===== config.mk =====
export PLATFORM = sky130hd
export DESIGN_NAME = timer1_interval_counter
export DESIGN_NICKNAME = d
export VERILOG_FILES = /design/src/tmr_interval_pkg.sv /design/src/pin_sampler.sv /design/src/timer1_interval_counter.sv
export SDC_FILE = /design/constraint.sdc
export NUM_CORES = 1
export LEC_CHECK = 0
export BUFFER_PORTS_ARGS = -buffer_cell sky130_fd_sc_hd__buf_2
export CAP_MARGIN = 10
export CORE_UTILIZATION = 55
export CTS_BUF_LIST = sky130_fd_sc_hd__clkbuf_4
export DETAILED_ROUTE_END_ITERATION = 8
export GPL_TIMING_DRIVEN = 1
export PLACE_DENSITY = 0.84
export RECOVER_POWER = 25
export REMOVE_ABC_BUFFERS = 1
export SLEW_MARGIN = 0
export SYNTH_ARGS = -nofsm -noshare
export SYNTH_HDL_FRONTEND = slang
export SYNTH_HIERARCHICAL = 1
export SYNTH_SLANG_ARGS = --single-unit

===== constraint.sdc =====
create_clock -name mclk -period 4 [get_ports mclk]
set_input_delay 0.8 -clock mclk [delete_from_list [all_inputs] [get_ports mclk]]
set_output_delay 0.8 -clock mclk [all_outputs]
set_load 0.05 [all_outputs]

===== src/tmr_interval_pkg.sv =====
// Purpose: Shared constants and types for the interval timer/counter.
// Assumes: One clock, mclk at 200 MHz; every mclk edge is one instruction cycle.
// Notes:   Bit positions of the control word and prescale ratios live here.
package tmr_interval_pkg;

  // ********************************************************
  // Widths and bit positions
  // ********************************************************
  localparam int COUNT_W = 16;
  localparam int PRE_W = 8;
  localparam int CTRL_SRC_BIT = 1;
  localparam int CTRL_SYNC_BIT = 2;
  localparam int CTRL_GATE_BIT = 6;
  localparam int PIN_N = 2;
  localparam int PIN_COUNT = 0;
  localparam int PIN_GATE = 1;

  // ********************************************************
  // Reset values and prescaler terminal counts (ratio minus one)
  // ********************************************************
  localparam logic [COUNT_W-1:0] COUNT_RST = 16'h0000;
  localparam logic [PRE_W-1:0] PRE_RST = 8'h00;
  localparam logic [PRE_W-1:0] PRE_LAST_1 = 8'h00;
  localparam logic [PRE_W-1:0] PRE_LAST_8 = 8'h07;
  localparam logic [PRE_W-1:0] PRE_LAST_64 = 8'h3f;
  localparam logic [PRE_W-1:0] PRE_LAST_256 = 8'hff;
  localparam logic [PIN_N-1:0] PIN_RST = 2'h0;

  // ********************************************************
  // Types
  // ********************************************************
  typedef struct packed {
    logic [8:0] rsvd_hi;
    logic gate_accumulate_enable;
    logic [2:0] rsvd_mid;
    logic external_sync_select;
    logic clock_source_select;
    logic rsvd_lo;
  } interval_timer_control_s;

  typedef enum logic [1:0] {
    MODE_TIMER,
    MODE_GATED,
    MODE_SYNC_CNT,
    MODE_ASYNC_CNT
  } timer_mode_e;

endpackage

===== src/pin_sampler.sv =====
// Purpose: Three-stage sampler for pins from outside the mclk domain.
// Assumes: Pins may change at any time; glitches shorter than a cycle are lost.
// Notes:   The level moves only when stages two and three agree.
`timescale 1ns/10ps
module pin_sampler (
  // Clock and reset
  input wire logic mclk,
  input wire logic rst_n,
  // Raw pins
  input wire logic [tmr_interval_pkg::PIN_N-1:0] pin_raw,
  // Filtered levels
  output logic [tmr_interval_pkg::PIN_N-1:0] pin_lvl
);
  import tmr_interval_pkg::*;

  logic [PIN_N-1:0] s1_r;
  logic [PIN_N-1:0] s2_r;
  logic [PIN_N-1:0] s3_r;
  logic [PIN_N-1:0] lvl_r;
  logic [PIN_N-1:0] lvl_nxt;

  // ********************************************************
  // Per-pin agreement filter
  // ********************************************************
  genvar g;
  generate
    for (g = 0; g < PIN_N; g++) begin : g_pin
      // Stage one feeds only stage two, so metastability cannot leak
      always_comb begin
        lvl_nxt[g] = (s2_r[g] == s3_r[g]) ? s3_r[g] : lvl_r[g];
      end
    end
  endgenerate

  // Registers
  always_ff @(posedge mclk) begin
    if (!rst_n) begin
      s1_r <= PIN_RST;
      s2_r <= PIN_RST;
      s3_r <= PIN_RST;
      lvl_r <= PIN_RST;
    end else begin
      s1_r <= pin_raw;
      s2_r <= s1_r;
      s3_r <= s2_r;
      lvl_r <= lvl_nxt;
    end
  end

  assign pin_lvl = lvl_r;

endmodule // pin_sampler


===== src/timer1_interval_counter.sv =====
// Purpose: 16-bit free-running interval timer/counter with four modes.
// Assumes: mclk is the instruction cycle clock; pins are asynchronous to it.
// Notes:   Control, prescale ratio and period are plain inputs, no bus.
//
// Overview of operation
// - The counter is 16 bits wide, free running, and counts timer ticks or external events.
// - In timer and gated timer modes the count source is the instruction cycle clock.
// - In both counter modes the count source is the external count clock pin.
// - Asynchronous counter mode advances straight from the prescaled pin edges.
// - Synchronous counter mode aligns the count to the clock after the prescaler.
// - The clock source select bit sits at bit 1 of the control word.
// - The external sync select bit sits at bit 2 of the control word.
// - The gate accumulate enable bit sits at bit 6 of the control word.
// - Source 0 gives timer or gated timer by gate; source 1 gives sync or async by sync.
`timescale 1ns/10ps
module timer1_interval_counter (
  // Clock and reset
  input wire logic mclk,
  input wire logic rst_n,
  // Configuration
  input wire tmr_interval_pkg::interval_timer_control_s interval_timer_control,
  input wire logic [1:0] prescale_sel,
  input wire logic [tmr_interval_pkg::COUNT_W-1:0] period,
  input wire logic flag_clear,
  // Pins
  input wire logic ext_count_clock_pin,
  input wire logic gate_pin,
  // Status
  output logic [tmr_interval_pkg::COUNT_W-1:0] count,
  output logic period_flag
);
  import tmr_interval_pkg::*;

  logic [PIN_N-1:0] pin_raw;
  logic [PIN_N-1:0] pin_lvl;
  logic ext_lvl;
  logic gate_lvl;
  logic ext_prev_r;
  logic ext_edge;
  timer_mode_e mode;
  logic src_tick;
  logic [PRE_W-1:0] pre_last;
  logic [PRE_W-1:0] pre_cnt_r;
  logic [PRE_W-1:0] pre_cnt_nxt;
  logic pre_tick;
  logic sync_tick_r;
  logic tick;
  logic match;
  logic [COUNT_W-1:0] count_r;
  logic [COUNT_W-1:0] count_nxt;
  logic period_flag_r;
  logic period_flag_nxt;

  // ********************************************************
  // Pin sampling
  // ********************************************************
  // Both pins share one sampler, the count pin in bit zero
  assign pin_raw = {gate_pin, ext_count_clock_pin};

  // Pins reach the logic four cycles late; pulses under two cycles may be lost
  pin_sampler u_pins (
    .mclk(mclk),
    .rst_n(rst_n),
    .pin_raw(pin_raw),
    .pin_lvl(pin_lvl)
  );

  // Filtered levels and the rising-edge detect on the count pin
  assign ext_lvl = pin_lvl[PIN_COUNT];
  assign gate_lvl = pin_lvl[PIN_GATE];
  assign ext_edge = ext_lvl & ~ext_prev_r;  // Rising edge counts one event

  // ********************************************************
  // Mode decode
  // ********************************************************
  // Bit positions come from the packed control layout
  // Mode follows the control word at once; prescaler phase is kept across a change
  always_comb begin
    if (!interval_timer_control.clock_source_select) begin
      mode = interval_timer_control.gate_accumulate_enable ? MODE_GATED : MODE_TIMER;
    end else begin
      mode = interval_timer_control.external_sync_select ? MODE_SYNC_CNT : MODE_ASYNC_CNT;
    end
  end

  // Count source ahead of the prescaler
  always_comb begin
    case (mode)
      MODE_TIMER: src_tick = 1'b1;
      MODE_GATED: src_tick = gate_lvl;
      MODE_SYNC_CNT: src_tick = ext_edge;
      MODE_ASYNC_CNT: src_tick = ext_edge;
      default: src_tick = 1'b0;
    endcase
  end

  // ********************************************************
  // Prescaler
  // ********************************************************
  // Ratio select: 1, 8, 64 or 256
  always_comb begin
    case (prescale_sel)
      2'h0: pre_last = PRE_LAST_1;
      2'h1: pre_last = PRE_LAST_8;
      2'h2: pre_last = PRE_LAST_64;
      2'h3: pre_last = PRE_LAST_256;
      default: pre_last = PRE_LAST_1;
    endcase
  end

  // A ratio change mid-run may give one short or long period; no holdoff is kept
  always_comb begin
    pre_tick = src_tick && (pre_cnt_r >= pre_last);
    pre_cnt_nxt = pre_cnt_r;
    if (src_tick) begin
      pre_cnt_nxt = pre_tick ? PRE_RST : pre_cnt_r + 8'h01;
    end
  end

  // ********************************************************
  // Counter and period match
  // ********************************************************
  // Sync mode takes the prescaled tick one cycle late, aligned to the clock
  always_comb begin
    tick = (mode == MODE_SYNC_CNT) ? sync_tick_r : pre_tick;
    match = tick && (count_r == period);
    count_nxt = count_r;
    if (match) begin
      count_nxt = COUNT_RST;
    end else if (tick) begin
      count_nxt = count_r + 16'h0001;
    end
    // A new match beats a clear in the same cycle
    period_flag_nxt = (period_flag_r & ~flag_clear) | match;
  end

  // Registers
  always_ff @(posedge mclk) begin
    if (!rst_n) begin
      ext_prev_r <= 1'b0;
      pre_cnt_r <= PRE_RST;
      sync_tick_r <= 1'b0;
      count_r <= COUNT_RST;
      period_flag_r <= 1'b0;
    end else begin
      ext_prev_r <= ext_lvl;
      pre_cnt_r <= pre_cnt_nxt;
      sync_tick_r <= pre_tick && (mode == MODE_SYNC_CNT);
      count_r <= count_nxt;
      period_flag_r <= period_flag_nxt;
    end
  end

  // Outputs straight from registers
  assign count = count_r;
  assign period_flag = period_flag_r;

  // ********************************************************
  // Checks
  // ********************************************************
  // Counter stepping, source and mode decode
  free_run_step_a: assert property (@(posedge mclk) disable iff (!rst_n)
    (tick && count_r != period) |=> count_r == $past(count_r) + 16'h0001)
    else $error("counter did not step by one");
  timer_every_cycle_a: assert property (@(posedge mclk) disable iff (!rst_n)
    (mode == MODE_TIMER && prescale_sel == 2'h0 && count_r != period)
    |=> count_r == $past(count_r) + 16'h0001)
    else $error("timer mode missed an instruction cycle");
  pin_source_a: assert property (@(posedge mclk) disable iff (!rst_n)
    (interval_timer_control[CTRL_SRC_BIT] && !ext_edge) |-> !pre_tick)
    else $error("counter mode ticked without a pin edge");
  async_direct_a: assert property (@(posedge mclk) disable iff (!rst_n)
    (mode == MODE_ASYNC_CNT && pre_tick && count_r != period)
    |=> count_r == $past(count_r) + 16'h0001)
    else $error("async count did not follow prescaler at once");
  sync_after_pre_a: assert property (@(posedge mclk) disable iff (!rst_n)
    (mode == MODE_SYNC_CNT && pre_tick && count_r != period) ##1
    (mode == MODE_SYNC_CNT && count_r != period) |=> count_r == $past(count_r, 2) + 16'h0001)
    else $error("sync count not one cycle after prescaler");
  mode_decode_a: assert property (@(posedge mclk) disable iff (!rst_n)
    mode == (interval_timer_control[CTRL_SRC_BIT]
      ? (interval_timer_control[CTRL_SYNC_BIT] ? MODE_SYNC_CNT : MODE_ASYNC_CNT)
      : (interval_timer_control[CTRL_GATE_BIT] ? MODE_GATED : MODE_TIMER)))
    else $error("mode decode wrong");
  gate_low_hold_a: assert property (@(posedge mclk) disable iff (!rst_n)
    (mode == MODE_GATED && !gate_lvl) |=> $stable(count_r) && $stable(pre_cnt_r))
    else $error("gated timer counted with gate low");
  period_wrap_a: assert property (@(posedge mclk) disable iff (!rst_n)
    (tick && count_r == period) |=> count_r == COUNT_RST && period_flag_r)
    else $error("period match did not wrap and flag");
  flag_sticky_a: assert property (@(posedge mclk) disable iff (!rst_n)
    (period_flag_r && !flag_clear) |=> period_flag_r)
    else $error("flag dropped without clear");

  // Flag clears only in a cycle with no match
  flag_clear_a: assert property (@(posedge mclk) disable iff (!rst_n)
    (flag_clear && !match) |=> !period_flag_r)
    else $error("flag not cleared by clear");

  // Outputs leave reset at their reset values; the count holds without a tick
  reset_state_a: assert property (@(posedge mclk) disable iff (!rst_n)
    $rose(rst_n) |-> (count_r == COUNT_RST && !period_flag_r))
    else $error("outputs not at reset values");
  count_hold_a: assert property (@(posedge mclk) disable iff (!rst_n)
    !tick |=> $stable(count_r))
    else $error("counter moved without a tick");

  // Prescaler steps on every instruction cycle in timer mode and wraps on its tick
  timer_src_a: assert property (@(posedge mclk) disable iff (!rst_n)
    (mode == MODE_TIMER) |-> src_tick)
    else $error("timer mode lost its cycle source");
  pre_step_a: assert property (@(posedge mclk) disable iff (!rst_n)
    (mode == MODE_TIMER && !pre_tick) |=> pre_cnt_r == $past(pre_cnt_r) + 8'h01)
    else $error("prescaler missed an instruction cycle");
  pre_wrap_a: assert property (@(posedge mclk) disable iff (!rst_n)
    pre_tick |=> pre_cnt_r == PRE_RST)
    else $error("prescaler did not wrap on its tick");

  // Sync mode never counts without the alignment stage
  sync_stage_a: assert property (@(posedge mclk) disable iff (!rst_n)
    (mode == MODE_SYNC_CNT && !sync_tick_r) |=> $stable(count_r))
    else $error("sync count bypassed the alignment stage");

endmodule // timer1_interval_counter


==> flow_metrics.tcl, run 1 <==
set metrics [dict create \
    slowest_delay_ps 410 \
    fin_setup_tns_ps 0 \
    crit_chain "buf_2 > nor2_1 > ha_1 > a211o_1 > a21oi_1 > nor4b_4 > o21ai_0 > nand2_1 > a21oi_1" \
    dieArea_um2 3603 \
    drive_above_1_share_pct 25.00 \
    syn_inst 196 \
    numCtsBuffers 5 \
    crit_buf_inv 1 \
    drtPass1Iterations 4 \
    core_area_um2 3128 \
    track_usage_pct 23.71 \
    area_growth_syn_to_layout_pct 18.11 \
    setup_viol_count_final 0 \
    worst_ep_required_time_ps 4270 \
    cp_top_family "compound AO/OA/AOI/OAI gates" \
    synth.area.top_cells "dfxtp_1 38%, xnor2_1 11%, xor2_1 5.7%" \
    io_pins 56 \
    clock_sinks 35 \
    synth_warnings 6 \
    routed_wl_um 3750 \
    vias 1542 \
    grt_pass1_vias 1420 \
    avgViaCountPerCell 5.354 \
    tightestPinTransition_ps 894.3 \
    clock_latency_ps 350 \
    place_congestion 0.7877 \
    drv_slew 0 \
    crit_top_cell "a21oi_1" \
    netlist.area_leader.share_pct 37.84 \
    drt_iter0_drc 66 \
    clockBufferDepth 2 \
    p_seq_share_pct 52.6 \
    yosys_most_used_dff "dfxtp_1" \
    leakage_nw 0.8566 \
    cts.clk_slew.worst_paths_ps 110 \
    p_switching_uw 162.5 \
    grt_max_degree 17 \
    cap_violations 0 \
    port_buffers 42 \
    hold_ws_ps 462.2 \
    start_kind "input pin" \
    ir_worst_vdd_mv 0.2673 \
    post-cts-setup-buffer-count 0 \
    end_kind "register" \
    cts-resized-gates 0 \
    gr-total-overflow 0 \
    hp-class "reg2reg" \
    powerDensity_nw_per_um2 309.3 \
    nFillCells 254 \
    clockPowerShare_pct 39.3 \
    synth-edff-count 0 \
    cts_hold_buf 0 \
    path_class "in2reg" \
    clock_skew_ps 12.23 \
    syn_area_um2 1852 \
    synth_seq_cells 35 \
    reg2regPathDepth 7 \
    synth_cell_types 40 \
    cp-endpoint "count[10]" \
    r2r_start "pre_cnt_r[1]" \
    cp_slowest_cell "nand2_1" \
    ys_async_sr_fraction_pct 0 \
    seq_area_frac_synth_pct 37.84 \
    startpoint "prescale_sel[1]" \
    hpwl_um 2854 \
    layout.nets 290 \
    start_util_pct 59.20 \
    status "completed" \
    drtAntennaViolNets 0 \
    cts_tree "yes" \
    switching_share_pct 24.02 \
    fin_crit_sh_pct 67.95 \
    cp_max_fo 16 \
    routedWlPerCell_um 13.02 \
    critPathArrivalTime_ps 2990 \
    hold_viol 0 \
    row_count 20 \
    grt_pass1_wl_um 6306 \
    r2r-end "count[10]" \
    rsz0062_at_grt "no" \
    route.detailed.drc 0 \
    min_period_ps 2718 \
    dieWidth_um 60.03 \
    r2r_slack_ps 1610 \
    yosys.area.top_type "dfxtp_1" \
    diodes 0 \
    cts_root_buf "clkbuf_4" \
    cp_num_cells 9 \
    p_int_uw 514.0 \
    fmax_ghz 0.3679 \
    htree_levels 2 \
    slew_headroom_pct 39.85 \
    antenna_found_initial 0 \
    combPwrFrac_pct 8.0 \
    fp.dieH_um 60.03 \
    synth_area_per_cell_um2 9.448 \
]
-- per-layer routing --
metal,GRT usage [%],wire length [µm],vias to the layer above
met4,8.970,67,0
met1,31.07,1808,708
met5,0,0,-
met3,6.710,127,7
met2,36.83,1746,34
li1,-,-,793
-- cell usage in the layout (no fill, tap or decap), types with 2 or more instances in the layout --
master / netlist / layout
and3_1: 5 / 5
a2111oi_4: 2 / 2
nand2b_1: 2 / 2
clkbuf_4: 0 / 5
ha_1: 8 / 8
clkbuf_1: 1 / 5
or3_1: 3 / 3
dfxtp_1: 35 / 35
nor2_2: 2 / 2
xor2_1: 12 / 12
nand4_1: 9 / 9
o2111ai_1: 3 / 3
o21ai_0: 12 / 12
nand2_1: 14 / 14
and2_2: 6 / 6
nor2_1: 21 / 21
buf_2: 1 / 37
nand3_1: 4 / 4
a21boi_0: 2 / 4
a21oi_1: 8 / 8
xnor2_1: 23 / 23
a211oi_1: 3 / 3
-- cell usage after synthesis, types with 2 or more instances --
library cell / number
nand2_1: 14
nor2_1: 21
nand3_1: 4
o21ai_0: 12
o2111ai_1: 3
dfxtp_1: 35
and2_2: 6
a211oi_1: 3
nand2b_1: 2
a21boi_0: 2
nand4_1: 9
xnor2_1: 23
ha_1: 8
a21boi_1: 2
a21oi_1: 8
a2111oi_4: 2
nor2_2: 2
and3_1: 5
xor2_1: 12
or3_1: 3
-- how the worst min path moves through the flow --
stage	from	endpoint	slack, ps	cells after the start
after floorplan	u_pins/s1_r[0]	u_pins/s2_r[0]	430	1
after global placement	u_pins/s1_r[1]	u_pins/s2_r[1]	430	1
after detailed placement	u_pins/s1_r[1]	u_pins/s2_r[1]	440	1
after CTS	u_pins/s1_r[1]	u_pins/s2_r[1]	470	1
after global routing	u_pins/s1_r[0]	u_pins/s2_r[0]	480	1
final	u_pins/s1_r[0]	u_pins/s2_r[0]	460	1
-- flip-flops by register name, indices dropped and copies added (netlist names) --
register	count
u_pins/s1_r	2
period_flag	1
pre_cnt_r	8
sync_tick_r	1
u_pins/s2_r	2
u_pins/pin_lvl	2
count	16
u_pins/s3_r	2
ext_prev_r	1
-- area by class of cell --
| class | count | area, µm² | area share [%] |
|---|---|---|---|
| clock buffer | 5 | 37.54 | 1.716 |
| clock inverter | 3 | 47.55 | 2.174 |
| inverter | 1 | 3.754 | 0.1716 |
| multi-input combinational | 158 | 1139 | 52.06 |
| sequential | 35 | 700.7 | 32.04 |
| tap | 44 | 55.05 | 2.517 |
| timing repair buffer | 42 | 203.9 | 9.325 |
-- cells by family after synthesis --
| kind of cell | Yosys count | synth area share (%) |
|---|---|---|
| flops | 35 | 37.84 |
| simple gates | 76 | 23.18 |
| mux | 1 | 0.5406 |
| xor+xnor | 35 | 16.55 |
| fa+ha+maj | 8 | 5.406 |
| compound gates | 38 | 15.81 |
| buf+inv | 3 | 0.6750 |
-- power by group through the flow --
stage	Sequential, mW	Clock, mW	Combinational [mW]
3_3_place_gp	0.364	0	0.0531
4_1_cts	0.356	0.276	0.0550
5_1_grt	0.357	0.293	0.0606
3_5_place_dp	0.364	0	0.0546
2_1_floorplan	0.363	0	0.0329
6_report	0.356	0.266	0.0544
-- worst reg2reg max path, stage by stage (launching register included) --
cell     delay, ps
dfxtp_1        350
ha_1           310
a211o_1        290
a21oi_1        310
nor4b_4        140
o21ai_0        250
nand2_1        410
a21oi_1        260
-- per-stage QoR --
step                setup WS (ps)  cell area [µm²]  util [%]  instances  total power, mW
floorplan                    1384             1843         -        194           0.3962
global placement             1017             2108     67.40        280           0.4169
detailed placement          927.7             2108     67.40        280           0.4187
CTS                          1317             2193     70.12        288           0.6876
global route                 1132             2187     69.92        288           0.7106
finish                       1282             2187     69.92        288           0.6765
Note: power is estimated with default switching activity, not from simulation.
==> run 2: changes to the inputs <==
ABC_AREA = 1   (was default)
PLACE_DENSITY = 0.82   (was 0.84)
clock period = 2.83 ns   (was 4 ns; I/O delays follow)
==> run 2 against run 1 <==
  * Count of clock-buffer cells in the layout unchanged
  * Sequential share of layout area fell by 2.7 points
  * Synthesized cell count grew 56%
  * Utilization is 5.2 points lower
  * Cell area is 9.2% higher
  * Synthesized area is 15% higher
  * Register-to-register slack got worse by 890 ps
  * Highest routed layer unchanged
==> flow_metrics.tcl, run 2 <==
set metrics [dict create \
    status "completed" \
    min_period_ps 2234 \
    clockBufferDepth 2 \
    clockPowerShare_pct 30.1 \
    r2r_slack_ps 720 \
    track_usage_pct 20.77 \
    avgViaCountPerCell 4.876 \
    path_class "in2reg" \
    crit_buf_inv 1 \
    synth_area_per_cell_um2 6.988 \
    p_total_uw 820.1 \
    core_area_um2 3689 \
    most-common-layout-cells "82 x nand2_1, 43 x inv_1, 38 x buf_2" \
    drt_iter0_drc 78 \
    tightestPinTransition_ps 598.4 \
    startpoint "prescale_sel[1]" \
    fin_crit_sh_pct 78.94 \
    diodes 0 \
    crit_top_cell "nand2_1" \
    dieWidth_um 64.35 \
    hold_viol 0 \
    netlist.area_leader.share_pct 32.77 \
    htree_levels 2 \
    syn_inst 306 \
    slowest_delay_ps 280 \
    grt_pass1_vias 1710 \
    synth_seq_cells 35 \
    post-cts-setup-buffer-count 0 \
    cts_hold_buf 0 \
    cts_root_buf "clkbuf_4" \
    r2r-end "count[5]" \
    route.detailed.drc 0 \
    reg2regPathDepth 14 \
    grt_max_degree 17 \
    routedWlPerCell_um 10.17 \
    dieArea_um2 4141 \
    switching_share_pct 24.78 \
    routed_wl_um 4027 \
    powerDensity_nw_per_um2 343.5 \
    clock_latency_ps 340 \
    top_usage_layer "met2" \
    io_pins 56 \
    place_congestion 0.8073 \
    yosys.area.top_type "dfxtp_1" \
    port_buffers 42 \
    crit_chain "buf_2 > nor2_1 > ha_1 > a21oi_1 > nand2_1 > nand2_1 > nand2_1 > nand2_1 > nand2_2 > nand3_2 > nand2_2 > nand2_2 > nand2_4 > nor2_2" \
    drv_slew 0 \
    largest_reg_flops 16 \
    leakage_nw 1.113 \
    synth_common_cells "82 x nand2_1, 43 x inv_1, 35 x dfxtp_1, 23 x nor2_1, 22 x nand3_1" \
    cts-resized-gates 0 \
    clock_sinks 35 \
    stdcell_area_um2 2387 \
    setup_ws_ps 596.1 \
    r2r_start "pre_cnt_r[1]" \
    layout.nets 395 \
    synth.area.top_cells "dfxtp_1 33%, nand2_1 14%, inv_1 7.5%" \
    p_int_uw 616.9 \
    cp_slowest_cell "ha_1" \
    fp.dieH_um 64.35 \
    numCtsBuffers 5 \
    ys_async_sr_fraction_pct 0 \
    synth_cell_types 32 \
    drtPass1Iterations 4 \
    met3_usage_pct 3.929 \
    antenna_found_initial 0 \
    hpwl_um 3103 \
    rsz0062_at_grt "no" \
    grt_util_met1_pct 23.72 \
    syn_area_um2 2138 \
    met2_usage_pct 36.97 \
    cp_max_fo 16 \
    cts_tree "yes" \
    yosys_most_used_dff "dfxtp_1" \
    fin_setup_tns_ps 0 \
    slew_headroom_pct 60.28 \
    post-place-ws_ps 321.0 \
    setup_viol_count_final 0 \
    start_kind "input pin" \
    nFillCells 360 \
    vias 1931 \
    worst_ep_required_time_ps 3100 \
    drive_above_1_share_pct 21.26 \
    cp_top_family "simple AND/OR/NAND/NOR gates" \
    row_count 22 \
    p_switching_uw 203.2 \
    grt_pass1_wl_um 6789 \
    end_kind "register" \
    start_util_pct 57.97 \
    area_growth_syn_to_layout_pct 11.64 \
    combPwrFrac_pct 8.7 \
    seq_area_frac_synth_pct 32.77 \
    gr-total-overflow 0 \
    cap_violations 0 \
    synth-edff-count 0 \
    cp-endpoint "count[11]" \
    p_seq_share_pct 61.2 \
    dpl_cell_area_um2 2349 \
    clock_skew_ps 15.54 \
    cp_num_cells 14 \
    synthMostInstantiatedCell "nand2_1" \
    hold_ws_ps 422.0 \
    cts.clk_slew.worst_paths_ps 90 \
    critPathArrivalTime_ps 2500 \
    synth_warnings 6 \
    ir_worst_vdd_mv 0.2771 \
    layout_commonest_cell "nand2_1" \
    drtAntennaViolNets 0 \
    fmax_ghz 0.4476 \
    hp-class "in2reg" \
]
## run 2: cell count changes after synthesis, moves of 5 or more
cell / delta
and2_2: -6
nor3_1: +6
inv_1: +42
nor2_2: +11
xnor2_1: -11
nand2_2: +5
nand2_1: +68
o21ai_0: -10
nand3_1: +18
nand4_1: -5
## run 2: power groups by stage
stage	sequential (mW)	clock (mW)	combinational (mW)
6_report	0.502	0.247	0.0711
5_1_grt	0.503	0.280	0.0808
4_1_cts	0.502	0.259	0.0728
3_5_place_dp	0.513	0	0.0724
3_3_place_gp	0.513	0	0.0702
2_1_floorplan	0.512	0	0.0419
## run 2: final cells by class
| class | instances | area [µm²] | area share [%] |
|---|---|---|---|
| multi-input combinational | 219 | 1206 | 50.52 |
| clock inverter | 2 | 8.758 | 0.3669 |
| inverter | 45 | 168.9 | 7.075 |
| tap | 48 | 60.06 | 2.516 |
| sequential | 35 | 700.7 | 29.35 |
| timing repair buffer | 42 | 205.2 | 8.595 |
| clock buffer | 5 | 37.54 | 1.572 |
## run 2: tightest hold or removal path: stages
cell and delay, ps:
buf_2 70, nand2_1 40, inv_1 40
## run 2: routing by layer
layer  up-vias  routed length [µm]
li1       1035                   -
met1       853                1873
met5         -                   0
met3         5                 145
met2        38                1960
met4         0                  48
## run 2: stage by stage
step | cells | utilization [%]
2_1_floorplan | 299 | -
3_3_place_gp | 389 | 63.67
3_5_place_dp | 389 | 63.67
4_1_cts | 396 | 64.93
5_1_grt | 396 | 64.72
6_report | 396 | 64.72
## run 2: worst min-delay path by stage
stage               cells after the start                start             end
floorplan                               2       u_pins/s1_r[0]  u_pins/s2_r[0]
global placement                        2       u_pins/s1_r[0]  u_pins/s2_r[0]
detailed placement                      2       u_pins/s1_r[1]  u_pins/s2_r[1]
CTS                                     3  ext_count_clock_pin  u_pins/s1_r[0]
global route                            3             gate_pin  u_pins/s1_r[1]
finish                                  3  ext_count_clock_pin  u_pins/s1_r[0]
## run 2: cell families (layout without fill, tap and decap cells)
family	count (synthesis)	in the layout	share of synthesized area [%]
XOR/XNOR	21	21	8.602
buffers and inverters	52	94	10.71
adder cells (fa/ha/maj)	8	8	4.681
flip-flops	35	35	32.77
AO/OA/AOI/OAI	15	15	3.745
AND/OR/NAND/NOR	175	175	39.50
